`config.mk`:
```
export PLATFORM = sky130hd
export DESIGN_NAME = optical_tx_fault_los_control
export DESIGN_NICKNAME = d
export VERILOG_FILES = /design/src/optic_ctl_pkg.sv /design/src/optical_tx_fault_los_control.sv /design/src/sync_2ff.sv
export SDC_FILE = /design/constraint.sdc
export NUM_CORES = 2
export LEC_CHECK = 0
export BUFFER_PORTS_ARGS = -buffer_cell sky130_fd_sc_hd__buf_2
export CAP_MARGIN = 20
export CELL_PAD_IN_SITES_DETAIL_PLACEMENT = 1
export CELL_PAD_IN_SITES_GLOBAL_PLACEMENT = 1
export CORE_MARGIN = 2
export CORE_UTILIZATION = 30
export DETAILED_ROUTE_END_ITERATION = 12
export PLACE_DENSITY = 0.47
export SYNTH_ARGS = -nofsm -noshare
export SYNTH_HDL_FRONTEND = slang
export SYNTH_SLANG_ARGS = --single-unit
```
`constraint.sdc`:
```
create_clock -name clk_i -period 7.3 [get_ports clk_i]
set_clock_uncertainty 0.05 [all_clocks]
set_input_delay 1.095 -clock clk_i [delete_from_list [all_inputs] [get_ports clk_i]]
set_output_delay 1.095 -clock clk_i [all_outputs]
set_load 0.03 [all_outputs]
```
`src/optic_ctl_pkg.sv`:
```
// Shared constants and carrier types for the transceiver control block
package optic_ctl_pkg;

    localparam logic [6:0] DIAG_DEV_ADDR7 = 7'h51;
    localparam logic [7:0] STATUS_BYTE_IDX = 8'h6E;
    localparam int STAT_TX_OFF_BIT = 7;
    localparam int STAT_FAULT_BIT = 2;
    localparam int STAT_LOST_BIT = 1;
    localparam int DIAG_BYTES = 256;
    localparam logic [2:0] BIT_LAST = 3'h7;
    localparam int SYNC_W = 7;

    // Host-side spacing between tx-off assertions; the device does not enforce it
    localparam int TX_OFF_GAP_MS = 10;
    localparam int CLK_KHZ = 125000;
    localparam int TX_OFF_GAP_CYC = TX_OFF_GAP_MS * CLK_KHZ;

    typedef struct packed {
        logic tx_off;
        logic tx_off_open;
        logic laser_trip;
        logic eye_unsafe;
        logic sig_lost;
        logic scl;
        logic sda;
    } pin_sync_t;

    // Synchroniser reset levels: tx-off asserted keeps the laser dark until real pin
    // levels arrive, and the serial lines rest at their pulled-up idle level
    localparam pin_sync_t PIN_SYNC_RST = '{tx_off: 1'b1, tx_off_open: 1'b1, laser_trip: 1'b0,
                                           eye_unsafe: 1'b0, sig_lost: 1'b1, scl: 1'b1,
                                           sda: 1'b1};

    typedef enum logic [2:0] {
        SER_IDLE,
        SER_RX,
        SER_ACK,
        SER_TX,
        SER_MACK
    } ser_state_t;

endpackage

```
`src/optical_tx_fault_los_control.sv`:
```
// Transmit disable, latched laser fault, signal-lost and diagnostic serial status
`timescale 1ns/100ps
`default_nettype none
module optical_tx_fault_los_control (
    input wire logic clk_i,
    input wire logic rst_n_i,
    input wire logic tx_off_i,
    input wire logic tx_off_open_i,
    input wire logic laser_trip_i,
    input wire logic eye_unsafe_i,
    input wire logic sig_lost_i,
    input wire logic scl_i,
    input wire logic sda_i,
    output logic laser_en_o,
    output logic tx_fault_o,
    output logic tx_fault_oe_o,
    output logic rx_signal_lost_o,
    output logic sda_o,
    output logic sda_oe_o
);
    import optic_ctl_pkg::*;

    typedef struct packed {
        logic tx_off_prev;
        logic fault;
        logic laser_en;
        logic fault_oe;
        logic lost;
        logic scl_prev;
        logic sda_prev;
        ser_state_t st;
        logic [2:0] cnt;
        logic [7:0] sh;
        logic full;
        logic got_addr;
        logic got_ptr;
        logic rw;
        logic [7:0] ptr;
        logic [7:0] tx;
        logic sda_oe;
        logic mack;
    } state_t;

    pin_sync_t pins_async;
    pin_sync_t pins;
    state_t s_q;
    state_t s_d;
    logic [7:0] diag_mem [DIAG_BYTES];
    logic [7:0] status_byte;
    logic [7:0] rd_byte;
    logic mem_we;
    logic [7:0] mem_wa;
    logic [7:0] mem_wd;
    logic tx_off_eff;
    logic scl_rise;
    logic scl_fall;
    logic start_cond;
    logic stop_cond;

    assign pins_async = '{tx_off: tx_off_i, tx_off_open: tx_off_open_i,
                          laser_trip: laser_trip_i, eye_unsafe: eye_unsafe_i,
                          sig_lost: sig_lost_i, scl: scl_i, sda: sda_i};

    sync_2ff #(
        .W(SYNC_W),
        .RST_VAL(PIN_SYNC_RST)
    ) u_sync (
        .clk_i(clk_i),
        .rst_n_i(rst_n_i),
        .async_i(pins_async),
        .sync_o(pins)
    );

    assign tx_off_eff = pins.tx_off | pins.tx_off_open;
    assign scl_rise = pins.scl & ~s_q.scl_prev;
    assign scl_fall = ~pins.scl & s_q.scl_prev;
    assign start_cond = pins.scl & s_q.scl_prev & s_q.sda_prev & ~pins.sda;
    assign stop_cond = pins.scl & s_q.scl_prev & ~s_q.sda_prev & pins.sda;

    // Status comes from the output flops so a read matches the pins
    always_comb begin
        status_byte = 8'h00;
        status_byte[STAT_TX_OFF_BIT] = s_q.tx_off_prev;
        status_byte[STAT_FAULT_BIT] = s_q.fault;
        status_byte[STAT_LOST_BIT] = s_q.lost;
    end

    assign rd_byte = (s_q.ptr == STATUS_BYTE_IDX) ? status_byte : diag_mem[s_q.ptr];

    always_comb begin
        s_d = s_q;
        mem_we = 1'b0;
        mem_wa = s_q.ptr;
        mem_wd = s_q.sh;

        s_d.tx_off_prev = tx_off_eff;
        // Trip sources set the latch; a trip present during the release wins
        if (pins.laser_trip || pins.eye_unsafe) begin
            s_d.fault = 1'b1;
        end else if (s_q.tx_off_prev && !tx_off_eff) begin
            s_d.fault = 1'b0;
        end
        // Laser only on with tx-off low, no latched fault and no live trip
        s_d.laser_en = !tx_off_eff && !s_d.fault;
        s_d.fault_oe = !s_d.fault;
        s_d.lost = pins.sig_lost;

        s_d.scl_prev = pins.scl;
        s_d.sda_prev = pins.sda;

        if (stop_cond) begin
            s_d.st = SER_IDLE;
            s_d.sda_oe = 1'b0;
        end else if (start_cond) begin
            // Pointer survives a repeated start so reads follow a pointer write
            s_d.st = SER_RX;
            s_d.cnt = 3'h0;
            s_d.full = 1'b0;
            s_d.got_addr = 1'b0;
            s_d.got_ptr = 1'b0;
            s_d.sda_oe = 1'b0;
        end else begin
            unique case (s_q.st)
                SER_IDLE: begin
                    s_d.sda_oe = 1'b0;
                end
                SER_RX: begin
                    if (scl_rise && !s_q.full) begin
                        s_d.sh = {s_q.sh[6:0], pins.sda};
                        s_d.cnt = s_q.cnt + 3'h1;
                        s_d.full = (s_q.cnt == BIT_LAST);
                    end else if (scl_fall && s_q.full) begin
                        s_d.full = 1'b0;
                        if (!s_q.got_addr) begin
                            if (s_q.sh[7:1] == DIAG_DEV_ADDR7) begin
                                s_d.got_addr = 1'b1;
                                s_d.rw = s_q.sh[0];
                                s_d.st = SER_ACK;
                                s_d.sda_oe = 1'b1;
                            end else begin
                                s_d.st = SER_IDLE;
                            end
                        end else if (!s_q.got_ptr) begin
                            s_d.got_ptr = 1'b1;
                            s_d.ptr = s_q.sh;
                            s_d.st = SER_ACK;
                            s_d.sda_oe = 1'b1;
                        end else begin
                            // Status byte is read-only; a write there is acked and dropped
                            mem_we = (s_q.ptr != STATUS_BYTE_IDX);
                            s_d.ptr = s_q.ptr + 8'h01;
                            s_d.st = SER_ACK;
                            s_d.sda_oe = 1'b1;
                        end
                    end
                end
                SER_ACK: begin
                    if (scl_fall) begin
                        s_d.cnt = 3'h0;
                        if (s_q.rw) begin
                            s_d.st = SER_TX;
                            s_d.tx = rd_byte;
                            s_d.ptr = s_q.ptr + 8'h01;
                            s_d.sda_oe = ~rd_byte[7];
                        end else begin
                            s_d.st = SER_RX;
                            s_d.sda_oe = 1'b0;
                        end
                    end
                end
                SER_TX: begin
                    if (scl_fall) begin
                        if (s_q.cnt == BIT_LAST) begin
                            s_d.st = SER_MACK;
                            s_d.sda_oe = 1'b0;
                        end else begin
                            s_d.tx = {s_q.tx[6:0], 1'b0};
                            s_d.sda_oe = ~s_q.tx[6];
                            s_d.cnt = s_q.cnt + 3'h1;
                        end
                    end
                end
                SER_MACK: begin
                    if (scl_rise) begin
                        s_d.mack = ~pins.sda;
                    end else if (scl_fall) begin
                        if (s_q.mack) begin
                            s_d.st = SER_TX;
                            s_d.cnt = 3'h0;
                            s_d.tx = rd_byte;
                            s_d.ptr = s_q.ptr + 8'h01;
                            s_d.sda_oe = ~rd_byte[7];
                        end else begin
                            s_d.st = SER_IDLE;
                        end
                    end
                end
            endcase
        end
    end

    always_ff @(posedge clk_i or negedge rst_n_i) begin
        if (!rst_n_i) begin
            s_q <= '{tx_off_prev: 1'b1, fault: 1'b0, laser_en: 1'b0, fault_oe: 1'b1,
                     lost: 1'b1, scl_prev: 1'b1, sda_prev: 1'b1, st: SER_IDLE,
                     cnt: 3'h0, sh: 8'h00, full: 1'b0, got_addr: 1'b0, got_ptr: 1'b0,
                     rw: 1'b0, ptr: 8'h00, tx: 8'h00, sda_oe: 1'b0, mack: 1'b0};
        end else begin
            s_q <= s_d;
        end
    end

    // Plain storage for the rest of the diagnostic space; not reset, like an EEPROM shadow
    always_ff @(posedge clk_i) begin
        if (mem_we) begin
            diag_mem[mem_wa] <= mem_wd;
        end
    end

    assign laser_en_o = s_q.laser_en;
    assign tx_fault_o = 1'b0;
    assign tx_fault_oe_o = s_q.fault_oe;
    assign rx_signal_lost_o = s_q.lost;
    assign sda_o = 1'b0;
    assign sda_oe_o = s_q.sda_oe;
endmodule
`default_nettype wire

```
`src/sync_2ff.sv`:
```
// Two-flop synchroniser for a bundle of asynchronous levels
`timescale 1ns/100ps
`default_nettype none
module sync_2ff #(
    parameter int W = 1,
    parameter logic [W-1:0] RST_VAL = '0
) (
    input wire logic clk_i,
    input wire logic rst_n_i,
    input wire logic [W-1:0] async_i,
    output logic [W-1:0] sync_o
);
    logic [W-1:0] meta_q;

    // First stage feeds only the second stage
    always_ff @(posedge clk_i or negedge rst_n_i) begin
        if (!rst_n_i) begin
            meta_q <= RST_VAL;
            sync_o <= RST_VAL;
        end else begin
            meta_q <= async_i;
            sync_o <= meta_q;
        end
    end
endmodule
`default_nettype wire

```
==> results.toml <==
[status]
status = "finished, final reports clean"

[floorplanning]
ios = 15
floorplan.initialDensity_pct = 30.1
die_w_microns = 528
dieHeight_microns = 528
rows = 192
die-area_sq_um = 279000
design.core.area_sq_um = 273000

[cts]
clock_latency_ps = 890
cts-resized-gates = 0
clkSinkCount = 2104
root_buffer = "clkbuf_16"
cts.clk_slew.worst_paths_ps = 60
cts_tree = "done"
cts-buffers-inserted = 228
clockBufferDepth = 3
htree_levels = 4
postCtsSetupBuffers = 0

[finish]
drive_above_1_share_pct = 23.4
syn2layout_area_growth_pct = 14.6
fin_util_pct = 34.5
final_nets = 4163

[timing]
finalHoldWorstSlack_ps = 242
fmax_ghz = 0.200
slew_headroom_pct = 21.9
period_minus_slack_ps = 4990
finalSetupTns_ps = 0
drv_slew = 0
fin_crit_sh_pct = 68.3
setup_viol = 0
worst_pin_slew_ps = 1170
rsz0062_at_grt = "false"
finalHoldViolCount = 0
setup_ws_ps = 2310

[logic_synthesis]
synth_ff_type = "edfxtp_1"
synthAdderAreaFrac_pct = 0.0912
synth_compound_area_share_pct = 2.74
yosys.area_share.xor_xnor_pct = 0.0213
synth_area_sq_um = 82300
seq_area_frac_synth_pct = 76.4
avgSynthCellArea_sq_um = 20.5
synth_edf_count = 2048
ys_ff_latch = 2104
synth_cell_types = 73
synth_top_family_by_area = "multiplexers"
synthSimpleGateAreaFrac_pct = 3.43
postSynthCellCount = 4017
synth.area.mux_share_pct = 15.7
ys_warn_count = 0
async_flop_share_pct = 2.66

[grt]
grt_usage_pct = 19.3
grt-ovfl-total = 0
first_global_vias = 43207
grt_max_degree = 159
antenna_found_initial = 11
grt_first_pass_wirelength_microns = 375000

[route]
vias_per_cell = 5.24
route.detailed.drc = 0
wl_per_cell_microns = 34.1
drt_iter0_drc = 4626
wirelength_microns = 271000
ant_nets = 0
first_pass_iters = 5
vias = 41582

[worst_setup_path]
cp_cell_sequence = "nor2b_1 > nand2_1 > nor2_1 > nand2_1 > nor2_2 > buf_4 > nand3_1 > nor2_1"
critPathKind = "reg2reg"
crit_path_start_kind = "flip-flop"
cp_data_arrival_time_ps = 5440
cpPeakStageDelay_ps = 1100
crit_required_ps = 7750
endpoint_kind = "flip-flop"
slowest_stage = "nor2_1"
crit_fanout = 20

[power]
power_frac_clock_pct = 31.4
pwr-share-comb_pct = 27.5
power_frac_seq_pct = 41.1
cellPowerDensity_nw_per_um2 = 390
vdd_drop_max_v = 0.000293
p_leak_nw = 28.9
swShare_pct = 33.5
power_switching_w = 0.0123
p_int_w = 0.0245

[placed_design]
port_buffers = 12
hpwl_microns = 166000
gp_congestion = 0.822
place_ws_ps = 2390

[run]
drv_cap = 0

[worst_hold_path]
hp-class = "in2reg"
## synthesized netlist by cell type, types with 4 or more instances
master        n  area [sq um]
a2111oi_0     6          52.6
a211o_1       5          43.8
a211oi_1     16           120
a21oi_1      51           255
a221oi_1     18           158
a22o_1       11          96.3
a22oi_1      74           556
a31oi_1      14          87.6
a32oi_1       4          35.0
and2_1        6          37.5
and3_1       12          75.1
buf_1        26          97.6
buf_2        44           220
buf_4        39           293
buf_6        17           191
clkbuf_1    110           413
dfrtp_1      41          1030
dfstp_2      15           394
edfxtp_1   2048         61500
ha_1          6          75.1
inv_1         7          26.3
mux2_2       20           225
mux2i_1     185          1850
mux4_2      482         10900
nand2_1     150           563
nand2b_1     14          87.6
nand3_1      43           215
nand4_1      13          81.3
nor2_1      324          1220
nor2b_1      15          93.8
nor3_1       30           150
nor3b_1       9          67.6
nor4_1        7          43.8
o2111ai_1     7          61.3
o211ai_1     10          75.1
o21ai_0      46           230
o221ai_1      6          52.6
o22ai_1      19           119
o311ai_0      5          43.8
or2_2         5          31.3
## metal layers
| layer | GRT usage [%] | wire length (microns) | vias up |
|---|---|---|---|
| met5 | 0 | 27 | - |
| li1 | - | - | 16906 |
| met4 | 5.18 | 6740 | 4 |
| met2 | 30.6 | 127000 | 1231 |
| met3 | 2.78 | 13100 | 317 |
| met1 | 27.8 | 124000 | 23124 |
## area by class of cell
type	instances	area [sq um]
repair buffers	129	1080
flip-flops and latches	2104	63000
multi-input cells	1675	18300
fillers	26540	179000
inverters	10	45.0
clock buffers	284	6020
diodes	9	22.5
well taps	3589	4490
clock inverters	141	1410
## cell families after synthesis
| kind of cell | Yosys count |
|---|---|
| xor gates and xnor gates | 2 |
| AOI/OAI and AO/OA | 323 |
| muxes | 687 |
| buffers and inverters | 247 |
| adders and majority gates | 6 |
| and+or+nand+nor | 647 |
| DFF | 2104 |
| other | 1 |
## registers in the layout (all words and copies together) (netlist names)
register          count
s_q                  22
laser_en_o            1
diag_mem           2048
tx_fault_oe_o         1
rx_signal_lost_o      1
mem_wa                8
sda_oe_o              1
u_sync.sync_o         7
mem_wd                8
u_sync.meta_q         7
## critical path: cells and delay by family, from the launching register on
family,cells,cell delay (ps)
buffers and inverters,1,490
DFF,1,560
and+or+nand+nor,7,3480
## stage by stage
step	power (W)	std cells	cell area [sq um]
after floorplan	0.0210	4026	82300
after global placement	0.0256	7503	86800
after detailed placement	0.0257	7504	86800
after CTS	0.0373	7930	94300
after global routing	0.0380	7934	94300
final	0.0368	7941	94300
## worst paths after layout
| path | start | to | slack (ps) | cells after the start |
|---|---|---|---|---|
| min | tx_off_i | u_sync.meta_q[6]$_DFF_PN1_ | 240 | 1 |
| min in group asynchronous | rst_n_i | u_sync.sync_o[4]$_DFF_PN0_ | 600 | 2 |
| max reg2reg | s_q[37]$_DFF_PN1_ | diag_mem[170][2]$_DFFE_PP_ | 2310 | 8 |
| max in group asynchronous | rst_n_i | mem_wa[3]$_DFFE_PN0P_ | 5530 | 3 |
| min reg2reg | u_sync.meta_q[4]$_DFF_PN0_ | u_sync.sync_o[4]$_DFF_PN0_ | 290 | 0 |
| max | s_q[37]$_DFF_PN1_ | diag_mem[170][2]$_DFFE_PP_ | 2310 | 8 |
## layout by cell type, fill, tap and decap left out, types with 9 or more instances in the layout
cell type	Yosys	final
mux4_2	482	482
buf_2	44	11
edfxtp_1	2048	2048
o21ai_0	46	46
o22ai_1	19	19
nor2_1	324	320
clkbuf_16	0	231
a211oi_1	16	16
o211ai_1	10	10
a221oi_1	18	18
clkbuf_1	110	49
buf_12	1	10
mux2_2	20	20
nand2b_1	14	14
nor2b_1	15	11
and3_1	12	12
mux2i_1	185	185
nand2_1	150	136
nor3b_1	9	9
clkinv_1	2	58
clkinv_2	0	42
a22o_1	11	11
buf_4	39	104
bufinv_16	0	21
nand3_1	43	42
dfrtp_1	41	26
diode_2	0	9
dfstp_2	15	15
a22oi_1	74	74
dfrtp_4	0	12
a31oi_1	14	14
conb_1	1	10
nand4_1	13	13
nor3_1	30	29
a21oi_1	51	51
## timing repair
item	4_1_cts	5_1_grt
setup endpoints to repair	0	0
hold endpoints to repair	5	0
hold buffers	1	0
## power by group through the flow
stage / Combinational, W / Sequential [W] / Clock [W]
finish: 0.0101 / 0.0151 / 0.0116
global route: 0.0106 / 0.0151 / 0.0122
CTS: 0.0103 / 0.0151 / 0.0118
detailed placement: 0.0103 / 0.0154 / 0
global placement: 0.0103 / 0.0154 / 0
floorplan: 0.00506 / 0.0160 / 0
Note: power is estimated with default switching activity, not from simulation.
